==> config.mk <==
export PLATFORM = sky130hd
export DESIGN_NAME = lintc_ctrl
export DESIGN_NICKNAME = d
export VERILOG_FILES = /design/src/core/lintc_pkg.sv /design/src/core/lintc_fifo_if.sv /design/src/core/lintc_fifo.sv /design/src/core/lintc_ctrl.sv
export SDC_FILE = /design/constraint.sdc
export NUM_CORES = 1
export LEC_CHECK = 0
export BUFFER_PORTS_ARGS = -buffer_cell sky130_fd_sc_hd__buf_2
export CAP_MARGIN = 0
export CORE_AREA = 2 2 143 145
export CTS_BUF_LIST = sky130_fd_sc_hd__clkbuf_8 sky130_fd_sc_hd__clkbuf_16
export DETAILED_ROUTE_END_ITERATION = 16
export DIE_AREA = 0 0 145 147
export HOLD_SLACK_MARGIN = 0.05
export PLACE_DENSITY_LB_ADDON = 0.15
export SYNTH_ARGS = -nofsm -noshare
export SYNTH_HDL_FRONTEND = slang
export SYNTH_HIERARCHICAL = 1
export SYNTH_SLANG_ARGS = --single-unit
==> constraint.sdc <==
create_clock -name clock -period 3.6 [get_ports clock]
set_clock_uncertainty 0.05 [all_clocks]
set_input_delay 0.36 -clock clock [delete_from_list [all_inputs] [get_ports clock]]
set_output_delay 0.36 -clock clock [all_outputs]
set_load 0.05 [all_outputs]
==> src/core/lintc_pkg.sv <==
package lintc_pkg;
   localparam int CLK_HZ          = 25000000;
   // Fault pin settles about 25 us after a falling transmit edge
   localparam int FAULT_VALID_US  = 25;
   localparam int FAULT_VALID_CYC = (FAULT_VALID_US * (CLK_HZ / 1000000));
   // Transmit-dominant timeout of about 10 ms
   localparam int TXD_TO_MS       = 10;
   localparam int TXD_TO_CYC      = TXD_TO_MS * (CLK_HZ / 1000);
   // Bus-dominant timeout of about 25 ms
   localparam int BUS_TO_MS       = 25;
   localparam int BUS_TO_CYC      = BUS_TO_MS * (CLK_HZ / 1000);
   // Time the select pin is held low to send the device to power-down
   localparam int SLEEP_US        = 10;
   localparam int SLEEP_CYC       = SLEEP_US * (CLK_HZ / 1000000);
   localparam int BYTE_W          = 8;
   localparam int FIFO_DEPTH      = 8;
   localparam logic [1:0] BAUD_RST = 2'h0;

   typedef enum logic [4:0] {
      LINTC_ST_IDLE   = 5'h01,
      LINTC_ST_SHIFT  = 5'h02,
      LINTC_ST_CHECK  = 5'h04,
      LINTC_ST_TXOFF  = 5'h08,
      LINTC_ST_SLEEP  = 5'h10
   } lintc_state_t;
endpackage : lintc_pkg

==> src/core/lintc_fifo_if.sv <==
`timescale 1ns/1ps
interface lintc_fifo_if #(parameter int WIDTH = 8);
   logic             in_valid;
   logic             in_ready;
   logic [WIDTH-1:0] in_data;
   logic             out_valid;
   logic             out_ready;
   logic [WIDTH-1:0] out_data;
   modport fifo (input in_valid, in_data, out_ready, output in_ready, out_valid, out_data);
   modport user (output in_valid, in_data, out_ready, input in_ready, out_valid, out_data);
endinterface : lintc_fifo_if

==> src/core/lintc_fifo.sv <==
`timescale 1ns/1ps
module lintc_fifo #(
   parameter int WIDTH = 8,
   parameter int DEPTH = 8
) (
   // Clock and reset
   input  wire logic clock,
   input  wire logic rst_n,
   // Streams
   lintc_fifo_if.fifo f
);
   localparam int AW = $clog2(DEPTH);
   logic [WIDTH-1:0] mem [DEPTH];
   logic [AW-1:0]    wr_ptr;
   logic [AW-1:0]    rd_ptr;
   logic [AW:0]      count;
   logic             push;
   logic             pop;

   assign f.in_ready  = (count != (AW+1)'(DEPTH));
   assign f.out_valid = (count != '0);
   assign f.out_data  = mem[rd_ptr];
   assign push        = f.in_valid && f.in_ready;
   assign pop         = f.out_valid && f.out_ready;

   always_ff @(posedge clock) begin
      if (push) begin
         mem[wr_ptr] <= f.in_data;
      end
   end

   always_ff @(posedge clock) begin
      if (!rst_n) begin
         wr_ptr <= '0;
         rd_ptr <= '0;
         count  <= '0;
      end else begin
         if (push) begin
            wr_ptr <= (wr_ptr == AW'(DEPTH-1)) ? '0 : wr_ptr + 1'b1;
         end
         if (pop) begin
            rd_ptr <= (rd_ptr == AW'(DEPTH-1)) ? '0 : rd_ptr + 1'b1;
         end
         count <= count + (AW+1)'(push) - (AW+1)'(pop);
      end
   end

   a_fifo_no_over: assert property (@(posedge clock) disable iff (!rst_n)
      count <= (AW+1)'(DEPTH))
      else $error("fifo count above depth");
endmodule : lintc_fifo

==> src/core/lintc_ctrl.sv <==
`timescale 1ns/1ps
module lintc_ctrl
   import lintc_pkg::*;
#(
   parameter int TXD_TO     = TXD_TO_CYC,
   parameter int BUS_TO     = BUS_TO_CYC,
   parameter int BIT_DIV    = 1250,
   parameter int FIFO_DEPTH_P = FIFO_DEPTH
) (
   // Clock and reset
   input  wire logic              clock,
   input  wire logic              rst_n,
   // User commands
   input  wire logic              enable,
   input  wire logic              sleep,
   input  wire logic              local_wake_arm,
   input  wire logic              wake_pulse,
   input  wire logic              txoff_cmd,
   input  wire logic              tx_valid,
   output      logic              tx_ready,
   input  wire logic [lintc_pkg::BYTE_W-1:0] tx_data,
   output      logic              rx_valid,
   output      logic [lintc_pkg::BYTE_W-1:0] rx_data,
   // Status
   output      logic              fault_seen,
   output      logic              thermal_or_short,
   output      logic              bus_timeout,
   output      logic              regulator_on,
   output      logic              busy,
   // Device pins
   output      logic              select_o,
   output      logic              select_oe,
   output      logic              txd,
   output      logic              wake_n,
   input  wire logic              rxd,
   input  wire logic              fault_txen_pin_i,
   output      logic              fault_txen_pin_o,
   output      logic              fault_txen_pin_oe,
   input  wire logic              vren
);
   import lintc_pkg::*;

   lintc_state_t        state;
   lintc_state_t        next_state;
   logic [15:0]         div_cnt;
   logic                bit_tick;
   logic [3:0]          bit_idx;
   logic [9:0]          shreg;
   logic [31:0]         txd_low_cnt;
   logic [31:0]         bus_dom_cnt;
   logic [31:0]         fv_cnt;
   logic                txd_q;
   logic                rx_q;
   logic [3:0]          rx_bit;
   logic [15:0]         rx_div;
   logic [7:0]          rx_sh;
   logic                rx_busy;

   lintc_fifo_if #(.WIDTH(BYTE_W)) fq ();

   lintc_fifo #(.WIDTH(BYTE_W), .DEPTH(FIFO_DEPTH_P)) u_fifo (
      .clock (clock),
      .rst_n (rst_n),
      .f     (fq.fifo)
   );

   assign fq.in_valid = tx_valid;
   assign fq.in_data  = tx_data;
   assign tx_ready    = fq.in_ready;
   assign fq.out_ready = (state == LINTC_ST_IDLE) && enable && !txoff_cmd;

   // One free-running timebase produces the bit enable
   always_ff @(posedge clock) begin
      if (!rst_n) begin
         div_cnt <= '0;
      end else begin
         div_cnt <= (div_cnt == 16'(BIT_DIV - 1)) ? 16'h0000 : div_cnt + 16'h0001;
      end
   end
   assign bit_tick = (div_cnt == 16'h0000);

   always_comb begin
      next_state = state;
      unique case (state)
         LINTC_ST_IDLE: begin
            if (sleep) begin
               next_state = LINTC_ST_SLEEP;
            end else if (fq.out_valid && fq.out_ready) begin
               next_state = LINTC_ST_SHIFT;
            end
         end
         LINTC_ST_SHIFT: begin
            if (bit_tick && bit_idx == 4'hA) begin
               next_state = LINTC_ST_IDLE;
            end else if (txd_low_cnt >= 32'(TXD_TO - 2)) begin
               next_state = LINTC_ST_TXOFF;
            end
         end
         LINTC_ST_CHECK: next_state = LINTC_ST_IDLE;
         LINTC_ST_TXOFF: begin
            if (bit_tick) begin
               next_state = LINTC_ST_IDLE;
            end
         end
         LINTC_ST_SLEEP: begin
            if (!sleep && (enable || wake_pulse)) begin
               next_state = LINTC_ST_IDLE;
            end
         end
         default: next_state = LINTC_ST_IDLE;
      endcase
   end

   always_ff @(posedge clock) begin
      if (!rst_n) begin
         state <= LINTC_ST_IDLE;
      end else begin
         state <= next_state;
      end
   end

   // Serial shifter: start bit, 8 data bits LSB first, stop bit
   always_ff @(posedge clock) begin
      if (!rst_n) begin
         shreg   <= 10'h3FF;
         bit_idx <= 4'h0;
      end else if (state == LINTC_ST_IDLE && fq.out_valid && fq.out_ready) begin
         shreg   <= {1'b1, fq.out_data, 1'b0};
         bit_idx <= 4'h0;
      end else if (state == LINTC_ST_SHIFT && bit_tick) begin
         shreg   <= {1'b1, shreg[9:1]};
         bit_idx <= bit_idx + 4'h1;
      end
   end

   // Transmit idles high and a timed-out dominant is released
   always_ff @(posedge clock) begin
      if (!rst_n) begin
         txd <= 1'b1;
      end else if (state == LINTC_ST_SHIFT && next_state == LINTC_ST_SHIFT && bit_tick) begin
         txd <= shreg[0];
      end else if (state != LINTC_ST_SHIFT || next_state != LINTC_ST_SHIFT) begin
         txd <= 1'b1;
      end
   end

   // Guard against holding transmit low too long
   always_ff @(posedge clock) begin
      if (!rst_n) begin
         txd_low_cnt <= '0;
      end else if (txd) begin
         txd_low_cnt <= '0;
      end else begin
         txd_low_cnt <= txd_low_cnt + 32'd1;
      end
   end

   // Mirror of the device bus-dominant timer, reset on recessive
   always_ff @(posedge clock) begin
      if (!rst_n) begin
         bus_dom_cnt <= '0;
         bus_timeout <= 1'b0;
      end else if (rxd) begin
         bus_dom_cnt <= '0;
         bus_timeout <= 1'b0;
      end else if (bus_dom_cnt >= 32'(BUS_TO - 1)) begin
         bus_timeout <= 1'b1;
      end else begin
         bus_dom_cnt <= bus_dom_cnt + 32'd1;
      end
   end

   // Fault valid window after each falling transmit edge
   always_ff @(posedge clock) begin
      if (!rst_n) begin
         txd_q  <= 1'b1;
         fv_cnt <= '0;
      end else begin
         txd_q <= txd;
         if (txd_q && !txd) begin
            fv_cnt <= 32'(FAULT_VALID_CYC);
         end else if (fv_cnt != '0) begin
            fv_cnt <= fv_cnt - 32'd1;
         end
      end
   end

   // Fault low counts only when not self-driven
   always_ff @(posedge clock) begin
      if (!rst_n) begin
         fault_seen       <= 1'b0;
         thermal_or_short <= 1'b0;
      end else begin
         // The edge itself is masked too, before the window counter is loaded
         fault_seen <= !fault_txen_pin_i && !fault_txen_pin_oe && fv_cnt == '0
                       && !(txd_q && !txd);
         thermal_or_short <= !fault_txen_pin_i && !fault_txen_pin_oe && fv_cnt == '0
                             && !(txd_q && !txd) && !txd && rxd;
      end
   end

   // Select low after reset, floated for local wake
   always_ff @(posedge clock) begin
      if (!rst_n) begin
         select_o  <= 1'b0;
         select_oe <= 1'b1;
      end else begin
         select_o  <= enable && !sleep && state != LINTC_ST_SLEEP;
         select_oe <= !(local_wake_arm && state == LINTC_ST_SLEEP);
      end
   end

   // Wake pin pulse for the wake variant
   always_ff @(posedge clock) begin
      if (!rst_n) begin
         wake_n <= 1'b1;
      end else begin
         wake_n <= !(wake_pulse && state == LINTC_ST_SLEEP);
      end
   end

   // Open-drain transmit disable command
   always_ff @(posedge clock) begin
      if (!rst_n) begin
         fault_txen_pin_oe <= 1'b0;
         regulator_on      <= 1'b0;
      end else begin
         fault_txen_pin_oe <= txoff_cmd;
         regulator_on      <= vren;
      end
   end
   assign fault_txen_pin_o = 1'b0;
   assign busy = (state != LINTC_ST_IDLE) || fq.out_valid;

   // Receiver samples the device receive output
   always_ff @(posedge clock) begin
      if (!rst_n) begin
         rx_q     <= 1'b1;
         rx_busy  <= 1'b0;
         rx_bit   <= 4'h0;
         rx_div   <= '0;
         rx_sh    <= 8'h00;
         rx_valid <= 1'b0;
         rx_data  <= 8'h00;
      end else begin
         rx_q     <= rxd;
         rx_valid <= 1'b0;
         if (!rx_busy) begin
            if (rx_q && !rxd) begin
               rx_busy <= 1'b1;
               rx_bit  <= 4'h0;
               rx_div  <= 16'(BIT_DIV / 2);
            end
         end else if (rx_div == 16'h0000) begin
            rx_div <= 16'(BIT_DIV - 1);
            rx_bit <= rx_bit + 4'h1;
            if (rx_bit == 4'h0 && rxd) begin
               rx_busy <= 1'b0;
            end else if (rx_bit >= 4'h1 && rx_bit <= 4'h8) begin
               rx_sh <= {rxd, rx_sh[7:1]};
            end else if (rx_bit == 4'h9) begin
               rx_busy  <= 1'b0;
               rx_valid <= rxd;
               rx_data  <= rx_sh;
            end
         end else begin
            rx_div <= rx_div - 16'h0001;
         end
      end
   end

   a_txd_bounded: assert property (@(posedge clock) disable iff (!rst_n)
      txd_low_cnt < 32'(TXD_TO))
      else $error("transmit held low past timeout");
   a_select_sleep: assert property (@(posedge clock) disable iff (!rst_n)
      state == LINTC_ST_SLEEP |=> !select_o)
      else $error("select high in sleep");
   a_txd_idle_high: assert property (@(posedge clock) disable iff (!rst_n)
      (state == LINTC_ST_IDLE && $past(state) == LINTC_ST_IDLE) |-> txd)
      else $error("transmit not idle high");
   a_fault_masked: assert property (@(posedge clock) disable iff (!rst_n)
      (txd_q && !txd) |=> !fault_seen)
      else $error("fault sampled inside mask");
   a_own_low: assert property (@(posedge clock) disable iff (!rst_n)
      $past(fault_txen_pin_oe) |-> !fault_seen)
      else $error("own command seen as fault");
   a_txen_cmd: assert property (@(posedge clock) disable iff (!rst_n)
      txoff_cmd |=> fault_txen_pin_oe)
      else $error("transmit disable not driven");
   a_bus_tmo: assert property (@(posedge clock) disable iff (!rst_n)
      rxd |=> !bus_timeout)
      else $error("bus timeout not cleared");
   a_reg_follow: assert property (@(posedge clock) disable iff (!rst_n)
      vren |=> regulator_on)
      else $error("regulator status stale");
endmodule : lintc_ctrl

==> summary.md, run 1 <==
| Metric | Value |
|---|---|
| Post-route ant nets | 0 |
| Antenna diodes | 0 |
| Maximum Capacitance Violations | 0 |
| Leakage | 4.82 nW |
| Final RePlAce weighted congestion | 0.825 |
| Final Hold Vio Count | 0 |
| Area growth from synthesis to layout | 12.6% |
| Flops & latches, synth | 256 |
| IO Count | 40 |
| Fin nets | ~1.2k |
| Post-CTS sizing | 0 |
| Buffers & Inverters on Critical Path | 1 |
| Initial core utilization | 58.6% |
| Die X | 145 um |
| Status | complete, no violations |
| CTS sink cnt | 256 |
| Drt total wl | around 23000 um |
| Final Setup Violations | 0 |
| Reg clk slew, reported paths | 0.06 ns |
| Largest net degree at the start of global routing | 50 |
| Port-buffer cells | 38 |
| CTS Buf Count | 28 |
| Die area | 0.0213 mm^2 |
| Mapped Area | 0.0116 mm^2 |
| Die H | ~150 um |
| DRC | 0 |
| Crit end category | flip-flop |
| Finished Layout Cells | roughly 1.5k |
| Clock Tree Buf Depth | 3 |
| Row cnt | 52 |
| F_max | 365 MHz |
| Storage cell area | between 0.005 and 0.006 mm^2 |
| CP max stage delay | 0.58 ns |
| Synth area leaders | dfxtp_1, edfxtp_1, mux4_1 |
| Ys Warns | 6 |
| Via count | 8599 |
| Crit path max-delay family | simple AND/OR/NAND/NOR gates |
| Top cell type's share of synthesized area | 33.1% |
| Post-CTS setup buffer count | 0 |
| Final setup TNS | 0 ns |
| Total gr overflow | 0 |
| DP Area | 0.0121 mm^2 |
| Worst EP arrival | 3.11 ns |
| Vias in the first global route | 8121 |
| Pre-CTS setup slack | 0.871 ns |
| Initial antenna violation count | 1 |
| WL per Instance | 15.5 um |
| FFs w/ async S/R, synth | 0% |
| First-pass GRT wire length | 39100 um |
| Filler cells | 1587 |
| Cell taking the most area after synthesis | dfxtp_1 |
| Critical Path Source Type | flip-flop |
| Clock root cell | clkbuf_16 |
| Most used flip-flop cell after synthesis | dfxtp_1 |
| Drt pass-1 iters | 5 |
| DP Wirelength | 14600 um |
| CP cell instances | or4_4, or3_4, nor4_4, buf_4, nor3_1, o31a_1 |
| Final worst-path setup slack | around 0.86 ns |
| Number of library cell types mapped by synthesis | 74 |
| RSZ-0062 raised after global routing | false |
| Final Max Tran Viols | 0 |
| Initial DRC count | 397 |
| Tightest Pin Transition | 1.18 ns |
| Finished Core Util | 65.9% |
| CTS H-tree lvls | 1 |
| Mapped Cells | around 1.1k |
| Worst skew pair latency | 0.55 ns |
| Final Instance Area | between 0.01 and 0.015 mm^2 |
| Hold WC Path Type | in2reg |
| Post-synth EDFFs | between 60 and 70 |
| DR vias/cell | 5.82 |
| GRT Total Usage | 21.6% |
| Register area share after synthesis | 49.6% |
| CP Data Required Time | between 3 and 4 ns |
| Total power | 7.60 mW |
| Slowest-stage cell, CP | or4_4 |
| Crit-path max FO | 17 |
| Final Cycle Share | between 70% and 80% |
| CTS tree | yes |
| Syn_area_per_cell | 10.2 um^2 |
| Peak VDD IR | around 480 uV |
| Multi-input logic area | 0.00553 mm^2 |
| Critical setup path kind | reg2reg |
| Slew HR | 21.6% |
| Area of the core | 0.0198 mm^2 |
| Hold Slack | 0.0854 ns |
| Placed Cells | 1412 |
| Share of layout cells above drive strength 1 | 10.5% |
| Hold-fix buffers, CTS | 14 |
| Crit path time final | 2.74 ns |
| Cell Pwr Density | 581 mW/mm^2 |
==> cells in the final DEF, fill, tap and decap left out, types with 24 or more instances in the layout <==
| master | count |
|---|---|
| and2_1 | 26 |
| xor2_1 | 31 |
| buf_2 | 38 |
| clkbuf_16 | 28 |
| a21oi_1 | 49 |
| inv_1 | 30 |
| nand3_1 | 50 |
| ha_1 | 24 |
| edfxtp_1 | 64 |
| o31ai_1 | 24 |
| o21ai_0 | 26 |
| and3_1 | 24 |
| nand4_1 | 26 |
| mux2i_1 | 35 |
| dfxtp_1 | 192 |
| nor2_1 | 98 |
| nor3_1 | 38 |
| or4_1 | 37 |
| nand2_1 | 74 |
==> routing by layer <==
| layer | GRT usage, % | up-vias | part of all wire (%) |
|---|---|---|---|
| li1 | - | 4328 | - |
| met2 | 35.6 | 148 | 46 |
| met3 | 4.19 | 38 | 4.4 |
| met1 | 29.5 | 4083 | 47 |
| met4 | 5.94 | 2 | 1.7 |
| met5 | 0 | - | 0.048 |
==> cells in the mapped netlist, types with 6 or more instances <==
| master | instances |
|---|---|
| ha_1 | 24 |
| mux2i_1 | 35 |
| o21a_1 | 7 |
| inv_1 | 24 |
| and3_1 | 24 |
| o31a_1 | 7 |
| o21ai_0 | 26 |
| or3_1 | 14 |
| mux2_2 | 8 |
| or4_1 | 37 |
| nor4_1 | 23 |
| a21oi_1 | 49 |
| clkbuf_1 | 45 |
| xor2_1 | 31 |
| and2_1 | 26 |
| nor2b_1 | 20 |
| nor3_1 | 38 |
| o311ai_0 | 7 |
| nand3b_1 | 7 |
| o211ai_1 | 12 |
| nand4_1 | 26 |
| nor2_1 | 98 |
| nand2_1 | 74 |
| and4_1 | 6 |
| mux4_1 | 15 |
| nand3_1 | 50 |
| nand2b_1 | 14 |
| xnor2_1 | 21 |
| dfxtp_1 | 192 |
| o31ai_1 | 24 |
| edfxtp_1 | 64 |
| nor3b_1 | 16 |
==> worst register-to-register path, delay by kind of cell (launching register included) <==
family	cells	cell delay [ns]
buffers and inverters	1	0.31
AND/OR/NAND/NOR	4	1.66
AO/OA/AOI/OAI	1	0.26
flip-flops	1	0.34
==> final timing paths <==
check,from,endpoint,slack (ns),cells past startpoint
hold / removal,rxd,rx_valid,0.09,3
setup reg to reg,fv_cnt[25],fv_cnt[5],0.86,6
hold reg to reg,bus_dom_cnt[31],bus_dom_cnt[31],0.41,1
setup / recovery,fv_cnt[25],fv_cnt[5],0.86,6
==> where the power goes <==
part / internal [mW] / total, mW / switching, mW / leakage (nW)
Clock: 1.60 / 2.72 / 1.13 / 0.463
Sequential: 3.14 / 3.31 / 0.171 / 2.14
Combinational: 0.619 / 1.56 / 0.944 / 2.21
==> cells by family (layout without fill, tap and decap cells) <==
family                   count (synthesis)  after routing  share of synthesized area [%]
AO/OA/AOI/OAI                          171            171                           9.94
XOR/XNOR                                52             52                           3.92
adder cells (fa/ha/maj)                 25             25                           2.76
buffers and inverters                   80            147                           2.93
flip-flops                             256            256                           49.6
multiplexers                            59             59                           7.37
other                                    1              2                         0.0323
AND/OR/NAND/NOR                        496            496                           23.5
==> state kept, by name (all words and copies together), names as in the netlist, 3 cells and up, named ones only <==
| register | count |
|---|---|
| rx_sh | 8 |
| rx_bit | 4 |
| shreg | 9 |
| u_fifo/wr_ptr | 3 |
| bus_dom_cnt | 32 |
| rx_div | 16 |
| u_fifo/mem | 64 |
| div_cnt | 16 |
| fv_cnt | 32 |
| state | 5 |
| bit_idx | 4 |
| u_fifo/count | 4 |
| txd_low_cnt | 32 |
| rx_data | 8 |
| u_fifo/rd_ptr | 3 |
==> final cells by class <==
cell class,count,area share (%)
well taps,270,2.58
flip-flops and latches,256,44.1
inverters,25,0.717
repair buffers,70,3.56
clock buffers,30,5.57
multi-input cells,805,42.3
clock inverters,22,1.25
(Power assumes the default switching activity.)
==> run 2, diff against run 1 <==
--- a/config.mk
+++ b/config.mk
@@ -5,12 +5,13 @@
 export SDC_FILE = /design/constraint.sdc
 export NUM_CORES = 1
 export LEC_CHECK = 0
+export ABC_AREA = 1
 export BUFFER_PORTS_ARGS = -buffer_cell sky130_fd_sc_hd__buf_2
 export CAP_MARGIN = 0
-export CORE_AREA = 2 2 143 145
+export CORE_AREA = 2 2 149 151
 export CTS_BUF_LIST = sky130_fd_sc_hd__clkbuf_8 sky130_fd_sc_hd__clkbuf_16
 export DETAILED_ROUTE_END_ITERATION = 16
-export DIE_AREA = 0 0 145 147
+export DIE_AREA = 0 0 151 153
 export HOLD_SLACK_MARGIN = 0.05
 export PLACE_DENSITY_LB_ADDON = 0.15
 export SYNTH_ARGS = -nofsm -noshare
==> constraint.sdc (replaced) <==
create_clock -name clock -period 2.75 [get_ports clock]
set_clock_uncertainty 0.05 [all_clocks]
set_input_delay 0.275 -clock clock [delete_from_list [all_inputs] [get_ports clock]]
set_output_delay 0.275 -clock clock [all_outputs]
set_load 0.05 [all_outputs]
==> summary.md, run 2 <==
| Metric | Value |
|---|---|
| Status | complete, no violations |
| Top reg by flops | u_fifo/mem |
| Hold Slack | 0.0827 ns (-0.00266 ns) |
| Die area | 0.0231 mm^2 (+8.4%) |
| Hold WC Path Type | in2reg |
| Maximum Capacitance Violations | 0 (unchanged) |
| R2r setup slk | 0.44 ns (-0.43 ns) |
| Via count | 10.8k (+25%) |
| Initial DRC count | 616 (+55%) |
| Slowest-stage cell, CP | fa_1 |
| CP cell instances | nor2_1, nand4_1, nor3_1, and2_1, ha_1, inv_1, ha_1, inv_1, fa_1, o21ai_0, a21oi_1 |
| Post-synth EDFFs | 64 (unchanged) |
| Syn_area_per_cell | 7.29 um^2 (-29%) |
| Crit path time final | 2.31 ns (-0.424 ns) |
| Drt pass-1 iters | 5 (unchanged) |
| Post-route ant nets | 0 (unchanged) |
| GRT Total Usage | 23.9% (+2.3 points) |
| Final worst-path setup slack | 0.438 ns (-0.426 ns) |
| Synth area leaders | dfxtp_1, edfxtp_1, nand2_1 |
| Post-CTS setup buffer count | 0 (unchanged) |
| Post-synthesis compound-gate area fraction | 6.00% (-3.9 points) |
| DRC | 0 (unchanged) |
| Commonest non-fill, non-tap cell in the layout | nand2_1 |
| Hold depth | 4 (+1) |
| Area of the core | 0.0215 mm^2 (+8.3%) |
| CP max stage delay | 0.38 ns (-0.20 ns) |
| Die X | 151 um (+4.1%) |
| Number of library cell types mapped by synthesis | 47 (-36%) |
| Worst skew pair latency | 0.54 ns (about the same) |
| Critical Path Source Type | flip-flop |
| Row cnt | 54 (+3.8%) |
| Total gr overflow | 0 (unchanged) |
| IO Count | 40 (unchanged) |
| Post-synthesis simple-gate area fraction | 33.8% (+10 points) |
| Cell Pwr Density | 787 mW/mm^2 (+36%) |
| Finished Core Util | 66.0% (+0.087 points) |
| Commonest cells after routing, fill and taps aside | nand2_1, nor2_1, inv_1 |
| Drt total wl | 27500 um (+20%) |
| Most used flip-flop cell after synthesis | dfxtp_1 |
| FFs w/ async S/R, synth | 0% (unchanged) |
| Final Setup Violations | 0 (unchanged) |
| Clock root cell | clkbuf_16 |
| Slew HR | 56.7% (+35 points) |
| RSZ-0062 raised after global routing | false |
| WL per Instance | 13.0 um (-16%) |
| CTS Buf Count | 28 (unchanged) |
| Vias in the first global route | 10.1k (+24%) |
| F_max | 433 MHz (+18%) |
| Area growth from synthesis to layout | 11.4% |
| CTS tree | yes |
| Finished Layout Cells | 2111 (+43%) |
| Reg clk slew, reported paths | 0.06 ns (about the same) |
| Largest family of logic cells by synthesized area | simple AND/OR/NAND/NOR gates |
| Hold-fix buffers, CTS | 15 (+1) |
| CTS sink cnt | 256 (unchanged) |
| Commonest cells post-synth | nand2_1, nor2_1, inv_1 |
| Final setup TNS | 0 ns (unchanged) |
| Initial core utilization | 59.2% (+0.66 points) |
| Leakage | 6.19 nW (+29%) |
| Peak VDD IR | 528 uV (+11%) |
| Final Max Tran Viols | 0 (unchanged) |
| Register area share after synthesis | 45.3% (-4.3 points) |
| Mapped Cells | 1746 (+53%) |
| First-pass GRT wire length | 46100 um (+18%) |
| Top cell type's share of synthesized area | 30.2% (-2.9 points) |
| Final Cycle Share | 84.1% (+8.1 points) |
| Largest net degree at the start of global routing | 39 (-22%) |
| Final Instance Area | 0.0142 mm^2 (+8.4%) |
| Share of layout cells above drive strength 1 | 8.47% (-2.0 points) |
| Post-CTS sizing | 0 (unchanged) |
| Number of flip-flops in the largest register | 64 (unchanged) |
| Critical setup path kind | reg2reg |
| DP Wirelength | 19200 um (+32%) |
| Worst EP arrival | 2.69 ns (-0.42 ns) |
| Initial antenna violation count | 0 (-1) |
| CTS H-tree lvls | 1 (unchanged) |
| Synth Area in Adders | 2.52% (-0.24 points) |
| Crit end category | flip-flop |
| Cell taking the most area after synthesis | dfxtp_1 |
| Total power | 11.2 mW (+47%) |
| CP Data Required Time | 3.13 ns (-0.84 ns) |
| Ys Warns | 6 (unchanged) |
| DP Area | 0.0132 mm^2 (+9.4%) |
| Antenna diodes | 0 (unchanged) |
| Crit-path max FO | 4 (-13) |
| R2R cell count | 11 (+5) |
| DR vias/cell | 5.11 (-12%) |
| Tightest Pin Transition | 0.649 ns (-0.528 ns) |
| Pre-CTS setup slack | 0.431 ns (-0.439 ns) |
| Final Hold Vio Count | 0 (unchanged) |
| Fin nets | 1853 (+51%) |
| Placed Cells | 2044 (+45%) |
| Port-buffer cells | 38 (unchanged) |
| Xor and xnor area share after synthesis | 3.37% (-0.55 points) |
| Clock Tree Buf Depth | 3 (unchanged) |
| Most common cell in the netlist | nand2_1 |
| Mapped Area | 0.0127 mm^2 (+9.5%) |
| Final RePlAce weighted congestion | 0.934 (+13%) |
| Proportion of synthesized area in mux cells | 0% (-7.4 points) |
| Die H | 153 um (+4.1%) |
| Flops & latches, synth | 256 (unchanged) |
-- run 2: report_power, final --
group          internal (mW)  switching, mW  leakage (nW)
Sequential              4.22          0.283          2.14
Combinational           1.12           2.11          3.58
Clock                   1.98           1.46         0.475
-- run 2: layout make-up --
cell class | count | area (um^2)
Sequential cell | 256 | 5770
Timing Repair Buffer | 71 | 488
Clock inverter | 20 | 88.8
Fill cell | 1932 | 7300
Inverter | 241 | 907
Multi-Input combinational cell | 1211 | 5820
Tap cell | 280 | 350
Clock buffer | 32 | 767
-- run 2: logic make-up after synthesis --
kind of cell | count (synthesis)
flops | 256
simple gates | 990
buf+inv | 280
xor+xnor | 49
fa+ha+maj | 25
compound gates | 145
other cells | 1
-- run 2: metal layers --
metal	routed length [um]	share of wire, %	global-route usage, %	vias up
met3	1060	3.9	3.16	51
li1	-	-	-	5666
met5	0	0	0	-
met1	12700	46	31.9	4880
met4	649	2.4	6.81	0
met2	13000	47	40.7	187
-- run 2: worst max-delay path: cells and delay by family (launching register included) --
family	cells	cell delay (ns)
AND/OR/NAND/NOR	4	0.75
adder cells (fa/ha/maj)	3	0.75
AO/OA/AOI/OAI	2	0.22
flip-flops	1	0.32
buffers and inverters	2	0.12
-- run 2: worst paths after layout --
check                  startpoint               to
hold reg to reg   bus_dom_cnt[23]  bus_dom_cnt[23]
hold / removal             enable         state[4]
setup reg to reg         state[3]  u_fifo/count[2]
setup / recovery         state[3]  u_fifo/count[2]
==> run 3, diff against run 2 <==
--- a/config.mk
+++ b/config.mk
@@ -5,13 +5,13 @@
 export SDC_FILE = /design/constraint.sdc
 export NUM_CORES = 1
 export LEC_CHECK = 0
-export ABC_AREA = 1
+export ABC_AREA = 0
 export BUFFER_PORTS_ARGS = -buffer_cell sky130_fd_sc_hd__buf_2
 export CAP_MARGIN = 0
-export CORE_AREA = 2 2 149 151
+export CORE_AREA = 2 2 148 150
 export CTS_BUF_LIST = sky130_fd_sc_hd__clkbuf_8 sky130_fd_sc_hd__clkbuf_16
 export DETAILED_ROUTE_END_ITERATION = 16
-export DIE_AREA = 0 0 151 153
+export DIE_AREA = 0 0 150 152
 export HOLD_SLACK_MARGIN = 0.05
 export PLACE_DENSITY_LB_ADDON = 0.15
 export SYNTH_ARGS = -nofsm -noshare
==> constraint.sdc (replaced) <==
create_clock -name clock -period 2.1 [get_ports clock]
set_clock_uncertainty 0.05 [all_clocks]
set_input_delay 0.21 -clock clock [delete_from_list [all_inputs] [get_ports clock]]
set_output_delay 0.21 -clock clock [all_outputs]
set_load 0.05 [all_outputs]
==> summary.md, run 3 (same netlist as run 1, synthesis figures left out) <==
| Metric | Value |
|---|---|
| Clock root cell | clkbuf_16 |
| Area growth from synthesis to layout | 24.4% |
| Critical setup path kind | reg2out |
| CTS Buf Count | 28 (unchanged) |
| Slew HR | 66.2% (+9.5 points) |
| Status | finished with violations |
| Die X | 150 um (-0.66%) |
| Crit-path max FO | 3 (-1) |
| DRC | 0 (unchanged) |
| Commonest non-fill, non-tap cell in the layout | dfxtp_1 |
| Worst EP arrival | 1.95 ns (-0.74 ns) |
| Antenna diodes | 0 (unchanged) |
| Buffers & Inverters on Critical Path | 3 (+1) |
| Reg clk slew, reported paths | 0.07 ns (about the same) |
| Placed Cells | 1522 (-26%) |
| Fin nets | 1344 (-27%) |
| Number of flip-flops in the largest register | 64 (unchanged) |
| Final Cycle Share | 105% |
| Clock Tree Buf Depth | 3 (unchanged) |
| DP Wirelength | 16000 um (-17%) |
| Drt total wl | 24600 um (-11%) |
| Final setup TNS | -0.769 ns (-0.769 ns) |
| Hold WC Path Type | in2reg |
| Total gr overflow | 0 (unchanged) |
| Area of the core | 0.0214 mm^2 (-0.63%) |
| Crit end category | output port |
| Via count | 9035 (-16%) |
| CTS tree | yes |
| Drt pass-1 iters | 5 (unchanged) |
| CP cell instances | inv_2, ha_4, or3b_4, buf_6, or2_4, buf_8 |
| Vias in the first global route | 8373 (-17%) |
| F_max | 452 MHz |
| Worst skew pair latency | 0.55 ns (about the same) |
| Initial antenna violation count | 0 (unchanged) |
| Largest net degree at the start of global routing | 50 (+28%) |
| Maximum Capacitance Violations | 0 (unchanged) |
| CTS sink cnt | 256 (unchanged) |
| Hold Slack | 0.122 ns (+0.0395 ns) |
| Post-route ant nets | 0 (unchanged) |
| Top reg by flops | u_fifo/mem |
| Filler cells | 1661 (-14%) |
| Die H | 152 um (-0.65%) |
| Crit path time final | 2.21 ns |
| Pre-CTS setup slack | -0.133 ns (-0.564 ns) |
| Finished Layout Cells | 1600 (-24%) |
| WL per Instance | 15.4 um (+18%) |
| Share of layout cells above drive strength 1 | 23.3% (+15 points) |
| CP Data Required Time | 1.84 ns (-1.29 ns) |
| Final Setup Violations | 13 (+13) |
| DR vias/cell | 5.65 (+11%) |
| Crit path max-delay family | simple AND/OR/NAND/NOR gates |
| Peak VDD IR | 835 uV (+58%) |
| Cell Pwr Density | 1010 mW/mm^2 (+28%) |
| Final Max Tran Viols | 0 (unchanged) |
| RSZ-0062 raised after global routing | true |
| Critical Path Source Type | flip-flop |
| Final worst-path setup slack | -0.114 ns (-0.552 ns) |
| Initial DRC count | 438 (-29%) |
| Row cnt | 54 (unchanged) |
| First-pass GRT wire length | 40100 um (-13%) |
| Tightest Pin Transition | 0.504 ns (-0.144 ns) |
| Slowest-stage cell, CP | or3b_4 |
| IO Count | 40 (unchanged) |
| Commonest cells after routing, fill and taps aside | dfxtp_1, buf_4, nor2_1 |
| CP max stage delay | 0.38 ns (about the same) |
| GRT Total Usage | 20.9% (-3.0 points) |
| Final Hold Vio Count | 0 (unchanged) |
| Die area | 0.0228 mm^2 (-1.3%) |
| Failing checks | setup timing |
| CTS H-tree lvls | 1 (unchanged) |
| Leakage | 5.49 nW (-11%) |
| Final RePlAce weighted congestion | 0.841 (-10%) |
| Port-buffer cells | 38 (unchanged) |
| Initial core utilization | 54.4% (-4.8 points) |
==> run 3: cell types whose count changed in the layout (fill, tap and decap cells not counted), moves of 33 or more <==
cell | previous run | this run
nand2_1 | 437 | 71
inv_1 | 243 | 21
nor2_1 | 256 | 98
buf_4 | 17 | 116
nand3_1 | 146 | 49
a21oi_1 | 90 | 47
mux2i_1 | 0 | 35
or4_1 | 0 | 33
==> run 3: layer usage <==
layer	vias to the layer above	GRT usage (%)	wire (um)
met5	-	0	0
met4	0	5.97	640
met3	43	2.91	926
met2	171	34.5	11700
met1	4280	28.8	11300
li1	4541	-	-
==> run 3: metrics by stage <==
step	util, %	total power, mW	cell area [um^2]
after floorplan	-	7.87	11800
after global placement	60.8	9.09	13000
after detailed placement	60.8	9.16	13000
after CTS	66.4	14.2	14200
after global routing	67.7	15.3	14500
final	67.7	14.6	14500
==> run 3: final cells by class <==
class | count | area (um^2) | area share [%]
Multi-Input combinational cell | 805 | 5880 | 40.7
Clock inverter | 16 | 146 | 1.01
Clock buffer | 34 | 783 | 5.42
Inverter | 25 | 93.8 | 0.649
Tap cell | 280 | 350 | 2.42
Timing Repair Buffer | 184 | 1430 | 9.92
Sequential cell | 256 | 5770 | 39.9
==> run 3: final timing paths <==
kind | start | end | slack [ns] | depth (start not counted)
worst min register to register | bus_dom_cnt[21] | bus_dom_cnt[21] | 0.41 | 1
worst min-delay path | tx_valid | u_fifo/wr_ptr[0] | 0.12 | 4
worst max register to register | fv_cnt[30] | fv_cnt[4] | -0.11 | 7
worst max-delay path | u_fifo/count[2] | busy | -0.11 | 6
==> run 3: repair_timing <==
| action | 4_1_cts | 5_1_grt |
|---|---|---|
| pin swaps | 10 | 30 |
| hold buffers | 16 | 0 |
| endpoints found under the hold margin | 75 | 0 |
| gates resized for setup | 19 | 62 |
| cloned | 2 | 0 |
| endpoints found under the setup margin | 13 | 51 |
| buffers inserted | 5 | 5 |
==> run 3: worst register-to-register path, cell delays in order (launching register included) <==
cell and delay (ns):
dfxtp_2 0.32, or4_4 0.53, or3_4 0.42, nor4_4 0.21, buf_6 0.18, buf_6 0.13, nor4_2 0.04, o31a_1 0.23
==> run 3: power breakdown <==
part | switching (mW) | internal, mW | total, mW | leakage, nW
clock network | 1.96 | 2.88 | 4.84 | 0.456
logic | 2.09 | 1.96 | 4.06 | 2.89
registers | 0.264 | 5.39 | 5.66 | 2.14
total | 4.32 | 10.2 | 14.6 | 5.49
